## src/riw_pkg.sv

```systemverilog
// Package with constants, register map and types for the remote I/O watchdog core
// ****************************************************************
// Overview of operation
// - Setup mode runs the link at fixed 115.2 kbaud, ignoring stored rate.
// - Operate mode runs the link at the stored rate, default 2.5 Mbaud.
// - Jumper up selects operate mode, jumper down selects setup mode.
// - No host traffic within watchdog period sets fault and disables outputs.
// - Default watchdog period is 50 ms; host must access faster than 20 Hz.
// - While fault is set, output writes are ignored until host clears fault.
// - Fault is set at startup; host clears it before normal output operation.
// - Watchdog period counts milliseconds; zero disables the watchdog.
// - Stored parameters are copied to working copies at power-up only.
// - Stored rate index 0..11 decodes 9600 up to 10M baud.
// - Output word holds 8 or 24 bits, right-justified, bit 0 first output.
// - Each transfer returns 48 input process bits plus 8 fault bits.
// - Working watchdog period is settable at run time; stored one only seeds.
// - With separate logic supply, loss of field voltage is reported.
// ****************************************************************
package riw_pkg;
    // Clock and timing
    localparam int unsigned CLK_HZ          = 100_000_000;
    localparam int unsigned TICK_US         = 1000;
    localparam int unsigned TICK_CYCLES     = CLK_HZ / 1_000_000 * TICK_US;
    localparam int unsigned SETUP_BAUD      = 115_200;
    // Parameter defaults
    localparam logic [15:0] WD_MS_RST       = 16'h0032;
    localparam logic [3:0]  RATE_IDX_RST    = 4'h9;
    localparam logic [3:0]  RATE_IDX_MAX    = 4'hb;
    // Register byte offsets
    localparam logic [7:0]  A_CTRL          = 8'h00;
    localparam logic [7:0]  A_OUTPUT        = 8'h04;
    localparam logic [7:0]  A_WD_WORK       = 8'h08;
    localparam logic [7:0]  A_WD_STORED     = 8'h0c;
    localparam logic [7:0]  A_RATE_STORED   = 8'h10;
    localparam logic [7:0]  A_ID_STORED     = 8'h14;
    localparam logic [7:0]  A_ID_WORK       = 8'h18;
    localparam logic [7:0]  A_STATUS        = 8'h1c;
    localparam logic [7:0]  A_INPUT_LO      = 8'h20;
    localparam logic [7:0]  A_INPUT_HI      = 8'h24;
    localparam logic [7:0]  A_IRQ_STAT      = 8'h28;
    localparam logic [7:0]  A_IRQ_EN        = 8'h2c;
    localparam logic [7:0]  A_IRQ_CLR       = 8'h30;
    localparam logic [7:0]  A_BAUD          = 8'h34;
    // Control register fields
    localparam int unsigned CTRL_FAULT_CLR  = 0;
    localparam int unsigned CTRL_KICK       = 1;
    // Status register fields
    localparam int unsigned ST_FAULT        = 0;
    localparam int unsigned ST_SETUP        = 1;
    localparam int unsigned ST_FIELD_LOSS   = 2;
    localparam int unsigned ST_WD_BITE      = 3;
    // Interrupt bits
    localparam int unsigned IRQ_BITE        = 0;
    localparam int unsigned IRQ_FIELD       = 1;
    localparam int unsigned IRQ_W           = 2;
    // Fault byte fields
    localparam int unsigned FB_WD           = 0;
    localparam int unsigned FB_FIELD        = 1;
    localparam int unsigned FB_STARTUP      = 2;
    localparam logic [1:0]  RESP_OKAY       = 2'b00;
    localparam logic [1:0]  RESP_SLVERR     = 2'b10;

    typedef enum logic [1:0] {RIW_BOOT, RIW_LOAD, RIW_RUN} riw_phase_e;
endpackage

```

## src/riw_rate_decode.sv

```systemverilog
// Link baud-rate selector from jumper and stored rate index
`timescale 1ns/100ps
module riw_rate_decode (
    input  wire logic        setup_mode,
    input  wire logic [3:0]  rate_idx,
    output logic      [23:0] baud
);
    // ****************************************************************
    // Rate table
    // ****************************************************************
    function automatic logic [23:0] idx_to_baud(input logic [3:0] idx);
        case (idx)
            4'h0:    idx_to_baud = 24'd9600;
            4'h1:    idx_to_baud = 24'd19200;
            4'h2:    idx_to_baud = 24'd38400;
            4'h3:    idx_to_baud = 24'd57600;
            4'h4:    idx_to_baud = 24'd115200;
            4'h5:    idx_to_baud = 24'd230400;
            4'h6:    idx_to_baud = 24'd460800;
            4'h7:    idx_to_baud = 24'd921600;
            4'h8:    idx_to_baud = 24'd1250000;
            4'h9:    idx_to_baud = 24'd2500000;
            4'ha:    idx_to_baud = 24'd5000000;
            4'hb:    idx_to_baud = 24'd10000000;
            default: idx_to_baud = 24'd2500000;
        endcase
    endfunction

    // Setup mode overrides stored index
    always_comb begin
        if (setup_mode) begin
            baud = 24'(riw_pkg::SETUP_BAUD);
        end else begin
            baud = idx_to_baud(rate_idx);
        end
    end
endmodule

```

## src/riw_ms_tick.sv

```systemverilog
// Millisecond tick generator
`timescale 1ns/100ps
module riw_ms_tick #(
    parameter int unsigned CYCLES = riw_pkg::TICK_CYCLES
) (
    input  wire logic clk_sys,
    input  wire logic srst,
    input  wire logic restart,
    output logic      tick
);
    typedef struct packed {
        logic [31:0] cnt;
        logic        tick;
    } riw_tick_s;
    riw_tick_s st_q;
    riw_tick_s st_d;

    // Free count, restarted with the watchdog
    always_comb begin
        st_d = st_q;
        st_d.tick = 1'b0;
        if (restart) begin
            st_d.cnt = 32'h0;
        end else if (st_q.cnt == 32'(CYCLES - 1)) begin
            st_d.cnt = 32'h0;
            st_d.tick = 1'b1;
        end else begin
            st_d.cnt = st_q.cnt + 32'h1;
        end
    end

    always_ff @(posedge clk_sys) begin
        if (srst) begin
            st_q <= '0;
        end else begin
            st_q <= st_d;
        end
    end

    assign tick = st_q.tick;
endmodule

```

## src/riw_core.sv

```systemverilog
// Remote I/O card control core: watchdog, fault, parameters, AXI4-Lite registers
//
// Added by the designer: the register offsets and the AXI4-Lite register port.
`timescale 1ns/100ps
module riw_core #(
    parameter int unsigned OUT_W       = 24,
    parameter int unsigned TICK_CYCLES = riw_pkg::TICK_CYCLES
) (
    input  wire logic              clk_sys,
    input  wire logic              srst,
    // AXI4-Lite slave
    input  wire logic [7:0]        s_axi_awaddr,
    input  wire logic              s_axi_awvalid,
    output logic                   s_axi_awready,
    input  wire logic [31:0]       s_axi_wdata,
    input  wire logic [3:0]        s_axi_wstrb,
    input  wire logic              s_axi_wvalid,
    output logic                   s_axi_wready,
    output logic [1:0]             s_axi_bresp,
    output logic                   s_axi_bvalid,
    input  wire logic              s_axi_bready,
    input  wire logic [7:0]        s_axi_araddr,
    input  wire logic              s_axi_arvalid,
    output logic                   s_axi_arready,
    output logic [31:0]            s_axi_rdata,
    output logic [1:0]             s_axi_rresp,
    output logic                   s_axi_rvalid,
    input  wire logic              s_axi_rready,
    // Pins
    input  wire logic              mode_select_jumper,
    input  wire logic              field_supply_ok,
    input  wire logic              logic_supply_separate,
    input  wire logic [47:0]       field_inputs,
    // Non-volatile store contents, valid at power-up
    input  wire logic [15:0]       stored_watchdog_period,
    input  wire logic [3:0]        stored_link_rate_index,
    input  wire logic [31:0]       stored_card_id_number,
    // Host link traffic marker
    input  wire logic              host_access,
    output logic [OUT_W-1:0]       field_outputs,
    output logic                   fault_flag,
    output logic                   setup_mode,
    output logic [23:0]            link_baud,
    output logic [55:0]            transfer_data,
    output logic                   irq
);
    // ****************************************************************
    // State
    // ****************************************************************
    typedef struct packed {
        riw_pkg::riw_phase_e     phase;
        logic [2:0]              jmp_s;
        logic [1:0]              fld_s;
        logic [1:0]              sep_s;
        logic [47:0]             in_s1;
        logic [47:0]             in_s2;
        logic [1:0]              acc_s;
        logic                    acc_d;
        logic [15:0]             wd_work;
        logic [15:0]             wd_stored;
        logic [3:0]              rate_stored;
        logic [3:0]              rate_work;    // Live link rate index, seeded at power-up
        logic [31:0]             id_stored;
        logic [31:0]             id_work;
        logic [15:0]             ms_cnt;
        logic                    fault;
        logic                    startup;
        logic                    bite;
        logic [OUT_W-1:0]        out_req;
        logic [OUT_W-1:0]        out_pin;
        logic [riw_pkg::IRQ_W-1:0] ist;
        logic [riw_pkg::IRQ_W-1:0] ien;
        logic                    irq;
        logic                    aw_h;
        logic [7:0]              aw_a;
        logic                    w_h;
        logic [31:0]             w_d;
        logic [3:0]              w_s;
        logic                    bvalid;
        logic [1:0]              bresp;
        logic                    rvalid;
        logic [31:0]             rdata;
        logic [1:0]              rresp;
        logic                    setup;
        logic [23:0]             baud;
        logic [55:0]             xfer;
    } riw_core_s;
    riw_core_s st_q;
    riw_core_s st_d;

    logic        tick;
    logic        restart;
    logic [23:0] baud_w;
    logic        field_loss;

    // Field loss only meaningful with a separate logic supply
    assign field_loss = st_q.sep_s[1] & ~st_q.fld_s[1];

    riw_ms_tick #(
        .CYCLES (TICK_CYCLES)
    ) u_tick (
        .clk_sys (clk_sys),
        .srst    (srst),
        .restart (restart),
        .tick    (tick)
    );

    riw_rate_decode u_rate (
        .setup_mode (~st_q.jmp_s[2]),
        .rate_idx   (st_q.rate_work),
        .baud       (baud_w)
    );

    // Register read mux
    function automatic logic [31:0] rd_mux(input riw_core_s s, input logic [7:0] a,
                                           input logic fl);
        if (a == riw_pkg::A_CTRL)
            rd_mux = 32'h0;
        else if (a == riw_pkg::A_OUTPUT)
            rd_mux = 32'(s.out_pin);
        else if (a == riw_pkg::A_WD_WORK)
            rd_mux = {16'h0, s.wd_work};
        else if (a == riw_pkg::A_WD_STORED)
            rd_mux = {16'h0, s.wd_stored};
        else if (a == riw_pkg::A_RATE_STORED)
            rd_mux = {28'h0, s.rate_stored};
        else if (a == riw_pkg::A_ID_STORED)
            rd_mux = s.id_stored;
        else if (a == riw_pkg::A_ID_WORK)
            rd_mux = s.id_work;
        else if (a == riw_pkg::A_STATUS)
            rd_mux = {28'h0, s.bite, fl, s.setup, s.fault};
        else if (a == riw_pkg::A_INPUT_LO)
            rd_mux = s.in_s2[31:0];
        else if (a == riw_pkg::A_INPUT_HI)
            rd_mux = {16'h0, s.in_s2[47:32]};
        else if (a == riw_pkg::A_IRQ_STAT)
            rd_mux = 32'(s.ist);
        else if (a == riw_pkg::A_IRQ_EN)
            rd_mux = 32'(s.ien);
        else if (a == riw_pkg::A_BAUD)
            rd_mux = {8'h0, s.baud};
        else
            rd_mux = 32'h0;
    endfunction

    // Known address check
    function automatic logic known(input logic [7:0] a);
        known = (a[1:0] == 2'b00) && (a <= riw_pkg::A_BAUD);
    endfunction

    logic        do_wr;
    logic        do_rd;
    logic [31:0] wmask;
    logic        clr_req;
    logic        kick_wr;
    logic        expire;
    logic [riw_pkg::IRQ_W-1:0] ev;

    // ****************************************************************
    // Next-state logic
    // ****************************************************************
    always_comb begin
        st_d = st_q;
        // Pin synchronisers
        st_d.jmp_s = {st_q.jmp_s[1:0], mode_select_jumper};
        st_d.fld_s = {st_q.fld_s[0], field_supply_ok};
        st_d.sep_s = {st_q.sep_s[0], logic_supply_separate};
        st_d.in_s1 = field_inputs;
        st_d.in_s2 = st_q.in_s1;
        st_d.acc_s = {st_q.acc_s[0], host_access};
        st_d.acc_d = st_q.acc_s[1];
        // Write channel capture
        if (s_axi_awvalid && !st_q.aw_h) begin
            st_d.aw_h = 1'b1;
            st_d.aw_a = s_axi_awaddr;
        end
        if (s_axi_wvalid && !st_q.w_h) begin
            st_d.w_h = 1'b1;
            st_d.w_d = s_axi_wdata;
            st_d.w_s = s_axi_wstrb;
        end
        do_wr = st_q.aw_h && st_q.w_h && !st_q.bvalid;
        wmask = {{8{st_q.w_s[3]}}, {8{st_q.w_s[2]}}, {8{st_q.w_s[1]}}, {8{st_q.w_s[0]}}};
        clr_req = 1'b0;
        kick_wr = 1'b0;
        if (do_wr) begin
            st_d.aw_h = 1'b0;
            st_d.w_h = 1'b0;
            st_d.bvalid = 1'b1;
            st_d.bresp = known(st_q.aw_a) ? riw_pkg::RESP_OKAY : riw_pkg::RESP_SLVERR;
            if (st_q.aw_a == riw_pkg::A_CTRL && st_q.w_s[0]) begin
                clr_req = st_q.w_d[riw_pkg::CTRL_FAULT_CLR];
                kick_wr = st_q.w_d[riw_pkg::CTRL_KICK];
            end else if (st_q.aw_a == riw_pkg::A_OUTPUT) begin
                st_d.out_req = OUT_W'((st_q.w_d & wmask) | (32'(st_q.out_req) & ~wmask));
            end else if (st_q.aw_a == riw_pkg::A_WD_WORK) begin
                // Working period changes the live timer at once
                st_d.wd_work = 16'((st_q.w_d & wmask) | ({16'h0, st_q.wd_work} & ~wmask));
            end else if (st_q.aw_a == riw_pkg::A_WD_STORED) begin
                // Stored values only reach working copies at next power-up
                st_d.wd_stored = 16'((st_q.w_d & wmask) | ({16'h0, st_q.wd_stored} & ~wmask));
            end else if (st_q.aw_a == riw_pkg::A_RATE_STORED && st_q.w_s[0]) begin
                if (st_q.w_d[3:0] <= riw_pkg::RATE_IDX_MAX) begin
                    st_d.rate_stored = st_q.w_d[3:0];
                end
            end else if (st_q.aw_a == riw_pkg::A_ID_STORED) begin
                st_d.id_stored = (st_q.w_d & wmask) | (st_q.id_stored & ~wmask);
            end else if (st_q.aw_a == riw_pkg::A_ID_WORK) begin
                st_d.id_work = (st_q.w_d & wmask) | (st_q.id_work & ~wmask);
            end else if (st_q.aw_a == riw_pkg::A_IRQ_EN && st_q.w_s[0]) begin
                st_d.ien = st_q.w_d[riw_pkg::IRQ_W-1:0];
            end
        end
        if (st_q.bvalid && s_axi_bready) begin
            st_d.bvalid = 1'b0;
        end
        // Read channel
        do_rd = s_axi_arvalid && !st_q.rvalid;
        if (do_rd) begin
            st_d.rvalid = 1'b1;
            st_d.rdata = rd_mux(st_q, s_axi_araddr, field_loss);
            st_d.rresp = known(s_axi_araddr) ? riw_pkg::RESP_OKAY : riw_pkg::RESP_SLVERR;
        end else if (st_q.rvalid && s_axi_rready) begin
            st_d.rvalid = 1'b0;
        end
        // Power-up parameter copy
        case (st_q.phase)
            riw_pkg::RIW_BOOT: begin
                st_d.phase = riw_pkg::RIW_LOAD;
            end
            riw_pkg::RIW_LOAD: begin
                st_d.wd_stored = stored_watchdog_period;
                st_d.rate_stored = (stored_link_rate_index <= riw_pkg::RATE_IDX_MAX)
                                   ? stored_link_rate_index : riw_pkg::RATE_IDX_RST;
                st_d.rate_work = st_d.rate_stored;
                st_d.id_stored = stored_card_id_number;
                st_d.wd_work = stored_watchdog_period;
                st_d.id_work = stored_card_id_number;
                st_d.phase = riw_pkg::RIW_RUN;
            end
            default: begin
                st_d.phase = riw_pkg::RIW_RUN;
            end
        endcase
        // Watchdog: count ms since last host access
        expire = 1'b0;
        if (restart) begin
            st_d.ms_cnt = 16'h0;
        end else if (tick && st_q.wd_work != 16'h0) begin
            if (st_q.ms_cnt + 16'h1 >= st_q.wd_work) begin
                expire = 1'b1;
                st_d.ms_cnt = 16'h0;
            end else begin
                st_d.ms_cnt = st_q.ms_cnt + 16'h1;
            end
        end
        // Fault flag: set wins over clear
        if (expire || field_loss) begin
            st_d.fault = 1'b1;
            st_d.bite = st_q.bite | expire;
        end else if (clr_req) begin
            st_d.fault = 1'b0;
            st_d.startup = 1'b0;
            st_d.bite = 1'b0;
        end
        // Outputs only follow requests while fault is clear
        if (st_d.fault) begin
            st_d.out_pin = '0;
        end else if (!st_q.fault) begin
            st_d.out_pin = st_d.out_req;
        end
        if (st_q.fault) begin
            st_d.out_req = st_q.out_req & st_q.out_pin;
        end
        // Interrupt status: set wins over clear
        ev = '0;
        ev[riw_pkg::IRQ_BITE] = expire;
        ev[riw_pkg::IRQ_FIELD] = field_loss;
        if (do_wr && st_q.aw_a == riw_pkg::A_IRQ_CLR && st_q.w_s[0]) begin
            st_d.ist = st_q.ist & ~st_q.w_d[riw_pkg::IRQ_W-1:0];
        end
        st_d.ist = st_d.ist | ev;
        st_d.irq = |(st_d.ist & st_d.ien);
        // Link rate and transfer frame
        st_d.setup = ~st_q.jmp_s[2];
        st_d.baud = baud_w;
        st_d.xfer = {5'h0, st_q.startup, field_loss, st_q.bite, st_q.in_s2};
    end

    // Restart timer on host link traffic or kick write
    assign restart = (st_q.acc_s[1] & ~st_q.acc_d) | kick_wr;

    always_ff @(posedge clk_sys) begin
        if (srst) begin
            st_q <= '0;
            st_q.phase <= riw_pkg::RIW_BOOT;
            st_q.fault <= 1'b1;
            st_q.startup <= 1'b1;
            st_q.wd_work <= riw_pkg::WD_MS_RST;
            st_q.wd_stored <= riw_pkg::WD_MS_RST;
            st_q.rate_stored <= riw_pkg::RATE_IDX_RST;
            st_q.rate_work <= riw_pkg::RATE_IDX_RST;
            st_q.setup <= 1'b1;
            st_q.baud <= 24'(riw_pkg::SETUP_BAUD);
            st_q.bresp <= riw_pkg::RESP_OKAY;
            st_q.rresp <= riw_pkg::RESP_OKAY;
        end else begin
            st_q <= st_d;
        end
    end

    // ****************************************************************
    // Outputs
    // ****************************************************************
    assign s_axi_awready = ~st_q.aw_h;
    assign s_axi_wready  = ~st_q.w_h;
    assign s_axi_bvalid  = st_q.bvalid;
    assign s_axi_bresp   = st_q.bresp;
    assign s_axi_arready = ~st_q.rvalid;
    assign s_axi_rvalid  = st_q.rvalid;
    assign s_axi_rdata   = st_q.rdata;
    assign s_axi_rresp   = st_q.rresp;
    assign field_outputs = st_q.out_pin;
    assign fault_flag    = st_q.fault;
    assign setup_mode    = st_q.setup;
    assign link_baud     = st_q.baud;
    assign transfer_data = st_q.xfer;
    assign irq           = st_q.irq;

    // ****************************************************************
    // Assertions
    // ****************************************************************
    AST_FAULT_BLOCKS: assert property (@(posedge clk_sys) disable iff (srst)
        fault_flag |-> field_outputs == '0) else $error("Outputs live under fault");
    AST_SETUP_RATE: assert property (@(posedge clk_sys) disable iff (srst)
        setup_mode |-> link_baud == 24'd115200) else $error("Setup rate wrong");
    AST_OPER_RATE: assert property (@(posedge clk_sys) disable iff (srst)
        (!setup_mode && st_q.rate_work == 4'h9) |-> link_baud == 24'd2500000)
        else $error("Operate rate wrong");
    AST_JUMPER: assert property (@(posedge clk_sys) disable iff (srst)
        $past(st_q.jmp_s[2]) |-> !setup_mode) else $error("Jumper up not operate");
    AST_WD_OFF: assert property (@(posedge clk_sys) disable iff (srst)
        (st_q.wd_work == 16'h0 && !st_q.bite) |=> !st_q.bite)
        else $error("Disabled watchdog bit");
    AST_HOLD: assert property (@(posedge clk_sys) disable iff (srst)
        (fault_flag && $past(fault_flag)) |-> $stable(field_outputs))
        else $error("Outputs moved under fault");
    AST_RESTART: assert property (@(posedge clk_sys) disable iff (srst)
        restart |=> st_q.ms_cnt == 16'h0) else $error("Timer not restarted");
    AST_BITE: assert property (@(posedge clk_sys) disable iff (srst)
        expire |=> fault_flag && st_q.bite) else $error("Bite did not fault");
    AST_LOAD: assert property (@(posedge clk_sys) disable iff (srst)
        st_q.phase == riw_pkg::RIW_LOAD |=> st_q.wd_work == $past(stored_watchdog_period))
        else $error("Working period not seeded");
    AST_XFER: assert property (@(posedge clk_sys) disable iff (srst)
        transfer_data[47:0] == $past(st_q.in_s2)) else $error("Transfer inputs wrong");
endmodule

```

## config.mk

```make
export PLATFORM = sky130hd
export DESIGN_NAME = riw_core
export DESIGN_NICKNAME = d
export VERILOG_FILES = /design/src/riw_pkg.sv /design/src/riw_rate_decode.sv /design/src/riw_ms_tick.sv /design/src/riw_core.sv
export SDC_FILE = /design/constraint.sdc
export NUM_CORES = 1
export LEC_CHECK = 0
export BUFFER_PORTS_ARGS = -buffer_cell sky130_fd_sc_hd__buf_2
export CORE_AREA = 5 5 288 262
export CTS_BUF_LIST = sky130_fd_sc_hd__clkbuf_16
export DETAILED_ROUTE_END_ITERATION = 10
export DIE_AREA = 0 0 293 267
export SLEW_MARGIN = 10
export SYNTH_ARGS = -nofsm -noshare
export SYNTH_HDL_FRONTEND = slang
export SYNTH_HIERARCHICAL = 1
export SYNTH_SLANG_ARGS = --single-unit
```

## constraint.sdc

```tcl
create_clock -name clk_sys -period 3.8 [get_ports clk_sys]
set_clock_uncertainty 0.1 [all_clocks]
set_input_delay 0.57 -clock clk_sys [delete_from_list [all_inputs] [get_ports clk_sys]]
set_output_delay 0.57 -clock clk_sys [all_outputs]
set_load 0.02 [all_outputs]
```

==> results of run 1 <==
-- power by group through the flow --
| stage | Combinational [mW] | Clock (mW) | Sequential (mW) |
|---|---|---|---|
| after global placement | 0.959 | 0 | 5.42 |
| after detailed placement | 0.967 | 0 | 5.42 |
| after global routing | 1.07 | 5.13 | 5.32 |
| final | 0.970 | 4.81 | 5.31 |
| after floorplan | 0.680 | 0 | 5.33 |
| after CTS | 0.972 | 4.93 | 5.31 |
-- cell families after synthesis --
kind of cell | count (synthesis) | share of synthesized area (%)
multiplexers | 98 | 4.93
buffers and inverters | 364 | 9.10
adder cells (fa/ha/maj) | 27 | 1.57
XOR/XNOR | 48 | 1.96
AND/OR/NAND/NOR | 884 | 21.4
flip-flops | 475 | 44.3
other | 2 | 0.0350
AO/OA/AOI/OAI | 532 | 16.8
-- synth_stat cells (all sizes together), types with 30 or more instances --
cell,count,area (um^2)
a211oi,56,420
a21oi,144,721
a22oi,57,428
buf,175,1240
clkbuf,140,526
dfxtp,475,9510
inv,49,184
mux2,61,687
mux2i,37,370
nand2,203,762
nand2b,46,288
nand3,60,300
nor2,188,711
nor2b,238,1490
nor3,30,150
o21a,50,375
o21ai,78,390
-- stage by stage --
step / hold WS, ps / std cells / util (%) / instance area, um^2
floorplan: 270 / 2439 / - / 21500
global placement: 311 / 3430 / 31.6 / 22900
detailed placement: 307 / 3430 / 31.6 / 22900
CTS: 55.7 / 3519 / 33.8 / 24500
global route: 79.1 / 3522 / 33.8 / 24500
finish: 95.8 / 3522 / 33.8 / 24500
-- routing by layer --
layer,part of all wire (%),up-vias,wire length [um],GRT usage (%)
li1,-,8478,-,-
met1,43,8288,29800,22.1
met2,48,476,33100,28.3
met3,6.8,93,4730,3.59
met4,2.6,0,1770,4.66
met5,0,-,0,0
-- area by class of cell --
class	instances	area, um^2	area share, %
Antenna cell	3	7.51	0.0307
Clock buffer	53	1330	5.42
Clock inverter	36	253	1.03
Inverter	49	184	0.751
Multi-Input combinational cell	1600	10100	41.2
Sequential cell	475	9510	38.9
Tap cell	960	1200	4.91
Timing Repair Buffer	346	1900	7.77
-- path summary, 6_finish.rpt --
path,end,slack [ps],cells past startpoint
max,field_outputs[4]$_SDFFE_PP0N_,390,13
min,st_d[377]$_SDFF_PP0_,100,2
max reg2reg,field_outputs[4]$_SDFFE_PP0N_,390,13
min reg2reg,setup_mode$_SDFF_PP1_,320,1
==> flow_metrics.env, run 1 <==
export IMPL_status="finished, final reports clean"
export IMPL_io_buffers=303
export IMPL_tightest_slew_ps=1130
export IMPL_p_switching_mw=2.87
export IMPL_post_route_min_period_ps=3410
export IMPL_grt_max_degree=92
export IMPL_die_h_um=267
export IMPL_cpLargestDelayFamily="compound AO/OA/AOI/OAI gates"
export IMPL_p_int_mw=8.23
export IMPL_final_common_cell="dfxtp_1"
export IMPL_cp_cell_sequence="ha_1, and3_1, nand2_1, nor3_1, xnor2_1, inv_1, ha_1, nand2_1, o21ai_0, o211ai_1, o21ai_2, buf_4, a311oi_1"
export IMPL_synth_seq_cells=475
export IMPL_rsz0062_at_grt="no"
export IMPL_clk_pin_slew_ps=60
export IMPL_ys_warn_count=6
export IMPL_async_flop_share_pct=0
export IMPL_yosys_most_used_dff="dfxtp_1"
export IMPL_first_pass_iters=5
export IMPL_critPathLaunch="st_q[221]$_SDFFE_PP0P_"
export IMPL_via_count=17335
export IMPL_power_leakage_nw=9.45
export IMPL_ios=311
export IMPL_drv_slew=0
export IMPL_grt_total_usage_pct=16.9
export IMPL_syn_avg_cell_area_um2=8.83
export IMPL_cp_data_required_time_ps=4130
export IMPL_critical_path_arrival_ps=3740
export IMPL_syn2layout_area_growth_pct=14.0
export IMPL_final_period_utilization_pct=89.8
export IMPL_cts_root_buf="clkbuf_16"
export IMPL_gp_congestion=0.868
export IMPL_grt_pass1_wl_mm=102
export IMPL_synth_area_um2=21500
export IMPL_drive_gt1_share_pct=19.9
export IMPL_critPathBufInv=2
export IMPL_die_w_um=293
export IMPL_ant_nets=0
export IMPL_dp_hpwl_mm=51.9
export IMPL_worstSetupEndpointType="flop"
export IMPL_post_cts_buffers=0
export IMPL_globalRouteOverflowTotal=0
export IMPL_cts_hold_buf=0
export IMPL_power_density_nw_per_um2=453
export IMPL_max_freq_mhz=293
export IMPL_start_util_pct=29.7
export IMPL_cts_resized=0
export IMPL_cts_buffers=51
export IMPL_die_area_um2=78200
export IMPL_max_stage_delay_ps=420
export IMPL_hold_path_startpoint="field_inputs[33]"
export IMPL_synth_edf_count=0
export IMPL_finalHoldViolCount=0
export IMPL_syn_instance_count=2430
export IMPL_viasPerCell=4.92
export IMPL_final_setup_worst_slack_ps=387
export IMPL_wl_per_cell_um=19.7
export IMPL_nFillCells=7601
export IMPL_max_slew_margin_pct=24.3
export IMPL_nets=2713
export IMPL_combPwrFrac_pct=8.7
export IMPL_final_cell_mix="dfxtp_1, buf_2, nor2b_1"
export IMPL_cts_sinks=475
export IMPL_pwr_share_seq_pct=47.9
export IMPL_fin_total_pwr_mw=11.1
export IMPL_p_clk_share_pct=43.4
export IMPL_tns_ps=0
export IMPL_antenna_found_initial=7
export IMPL_clock_tree_buffer_depth=3
export IMPL_synth_cell_types=72
export IMPL_num_rows=94
export IMPL_grt_pass1_vias=16531
export IMPL_tritoncts="done"
export IMPL_drc=0
export IMPL_setup_viol=0
export IMPL_htreeDepth=2
export IMPL_pre_cts_ws_ps=502
export IMPL_wl_mm=69.5
export IMPL_drt_iter0_drc=1153
export IMPL_worst_setup_path_start_kind="flop"
export IMPL_critPathSlowestCell="dfxtp_1"
export IMPL_worstHoldPathType="in -> reg"
export IMPL_cp_max_fo=42
export IMPL_ir_worst_vdd_mv=0.288
export IMPL_core_um2=72300
export IMPL_critical_path_class="reg -> reg"
export IMPL_cap_violations=0
export IMPL_insertion_delay_ps=590
export IMPL_regToRegStartpoint="st_q[221]$_SDFFE_PP0P_"
export IMPL_yosysSeqAreaShare_pct=44.3
export IMPL_p_sw_share_pct=25.8
Note: power is estimated with default switching activity, not from simulation.
==> inputs of run 2 (changes only) <==
CELL_PAD_IN_SITES_DETAIL_PLACEMENT = 1   (was default)
CELL_PAD_IN_SITES_GLOBAL_PLACEMENT = 2   (was default)
CORE_AREA = 10 10 293 267   (was 5 5 288 262)
DIE_AREA = 0 0 303 277   (was 0 0 293 267)
PLACE_DENSITY_LB_ADDON = 0.1   (was default)
==> run 2 against run 1 <==
Compared with the run above:
- sequential share of layout area down 0.40 points
- core utilization increased by 0.41 points
- first-iteration DRC count fell by 24%
- clock power is 11% higher
- highest routed layer is now met5
==> flow_metrics.env, run 2 (synthesis gave the netlist of run 1 again) <==
export IMPL_tns_ps=0
export IMPL_max_slew_margin_pct=18.5
export IMPL_power_leakage_nw=9.56
export IMPL_clk_pin_slew_ps=60
export IMPL_dp_hpwl_mm=62.6
export IMPL_drc=0
export IMPL_wl_mm=82.6
export IMPL_power_density_nw_per_um2=473
export IMPL_grt_pass1_wl_mm=122
export IMPL_nFillCells=8423
export IMPL_regToRegStartpoint="st_q[221]$_SDFFE_PP0P_"
export IMPL_grt_max_degree=145
export IMPL_num_rows=94
export IMPL_post_cts_buffers=0
export IMPL_worst_setup_path_start_kind="flop"
export IMPL_worstReg2RegEnd="field_outputs[0]$_SDFFE_PP0N_"
export IMPL_final_cell_mix="dfxtp_1, buf_2, nor2b_1"
export IMPL_cp_max_fo=42
export IMPL_instances_no_fill=3538
export IMPL_htreeDepth=2
export IMPL_insertion_delay_ps=620
export IMPL_die_h_um=277
export IMPL_start_util_pct=29.7
export IMPL_wl_per_cell_um=23.4
export IMPL_drt_iter0_drc=880
export IMPL_final_common_cell="dfxtp_1"
export IMPL_n_antenna_cell=0
export IMPL_final_period_utilization_pct=90.6
export IMPL_cap_violations=0
export IMPL_gp_congestion=0.815
export IMPL_die_area_um2=83900
export IMPL_grt_total_usage_pct=19.0
export IMPL_first_pass_iters=6
export IMPL_viasPerCell=5.02
export IMPL_tightest_slew_ps=1210
export IMPL_core_um2=72200
export IMPL_cts_buffers=55
export IMPL_via_count=17773
export IMPL_ant_nets=0
export IMPL_cts_sinks=475
export IMPL_dp_cells=3436
export IMPL_drv_slew=0
export IMPL_critical_path_class="reg -> reg"
export IMPL_cp_data_required_time_ps=4210
export IMPL_reg2reg_depth=13
export IMPL_setup_viol=0
export IMPL_cts_hold_buf=0
export IMPL_globalRouteOverflowTotal=0
export IMPL_ios=311
export IMPL_cts_root_buf="clkbuf_16"
export IMPL_worstSetupEndpointType="flop"
export IMPL_io_buffers=303
export IMPL_ff2ff_setup_slack_ps=360
export IMPL_status="finished, final reports clean"
export IMPL_drive_gt1_share_pct=20.4
export IMPL_clock_tree_buffer_depth=3
export IMPL_finalHoldViolCount=0
export IMPL_worstHoldPathType="in -> reg"
export IMPL_max_freq_mhz=291
export IMPL_syn2layout_area_growth_pct=15.2
export IMPL_ir_worst_vdd_mv=0.309
export IMPL_tritoncts="done"
export IMPL_die_w_um=303
export IMPL_rsz0062_at_grt="no"
export IMPL_cp_endpoint="field_outputs[0]$_SDFFE_PP0N_"
export IMPL_critPathLaunch="st_q[221]$_SDFFE_PP0P_"
export IMPL_antenna_found_initial=1
export IMPL_nets=2723
export IMPL_critical_path_arrival_ps=3850
export IMPL_grt_pass1_vias=18342
export IMPL_cts_resized=0
export IMPL_post_route_min_period_ps=3440
export IMPL_utilization_pct=34.3
[run 2: changes by cell type in the layout (fill, tap and decap cells not counted), sizes merged]
cell,delta
bufinv,+4
clkinv,+13
buf,+6
clkinvlp,+2
inv,-8
diode,-3
clkbuf,+2
[run 2: where the power goes]
part	total (mW)	switching [mW]	internal [mW]
Clock	5.36	2.25	3.11
Sequential	5.32	0.174	5.15
Combinational	1.01	0.646	0.360
[run 2: through the flow]
step	hold slack, ps	instance area [um^2]	total power [mW]	setup WS (ps)
global route	34.4	24700	12.2	68.8
global placement	319	22900	6.43	579
floorplan	270	21500	6.01	725
CTS	28.8	24700	11.9	360
finish	63.5	24700	11.7	359
detailed placement	324	22900	6.45	390
[run 2: routing by layer]
layer | GRT usage (%) | up-vias | part of all wire [%]
li1 | - | 8508 | -
met1 | 23.9 | 8826 | 44
met2 | 32.8 | 348 | 49
met3 | 3.50 | 89 | 4.8
met4 | 4.90 | 2 | 2.4
met5 | 0 | - | 0.0085
[run 2: worst min-delay path by stage]
stage,startpoint,endpoint,cells after the start
floorplan,st_q[446]$_SDFF_PP0_,setup_mode$_SDFF_PP1_,1
global route,field_inputs[3],st_d[347]$_SDFF_PP0_,2
global placement,st_d[345]$_SDFF_PP0_,st_d[1]$_SDFF_PP0_,1
CTS,field_inputs[1],st_d[345]$_SDFF_PP0_,2
finish,field_inputs[4],st_d[348]$_SDFF_PP0_,2
detailed placement,st_d[371]$_SDFF_PP0_,st_d[27]$_SDFF_PP0_,1
[run 2: critical path, cell delays in order (launching register included)]
cell	delay (ps)
dfxtp_1	460
ha_1	260
and3_1	350
nand2_1	90
nor3_1	230
xnor2_1	180
inv_1	70
ha_1	300
nand2_1	60
o21ai_0	170
a211oi_1	400
o21ai_2	140
buf_12	200
a311oi_1	300
[run 2: final cells by class]
cell class / count / area, um^2 / share of cell area (%)
inverter: 49 / 184 / 0.744
clock inverter: 47 / 424 / 1.71
sequential: 475 / 9510 / 38.4
timing repair buffer: 352 / 1950 / 7.87
clock buffer: 55 / 1380 / 5.56
multi-input combinational: 1600 / 10100 / 40.8
tap: 960 / 1200 / 4.86
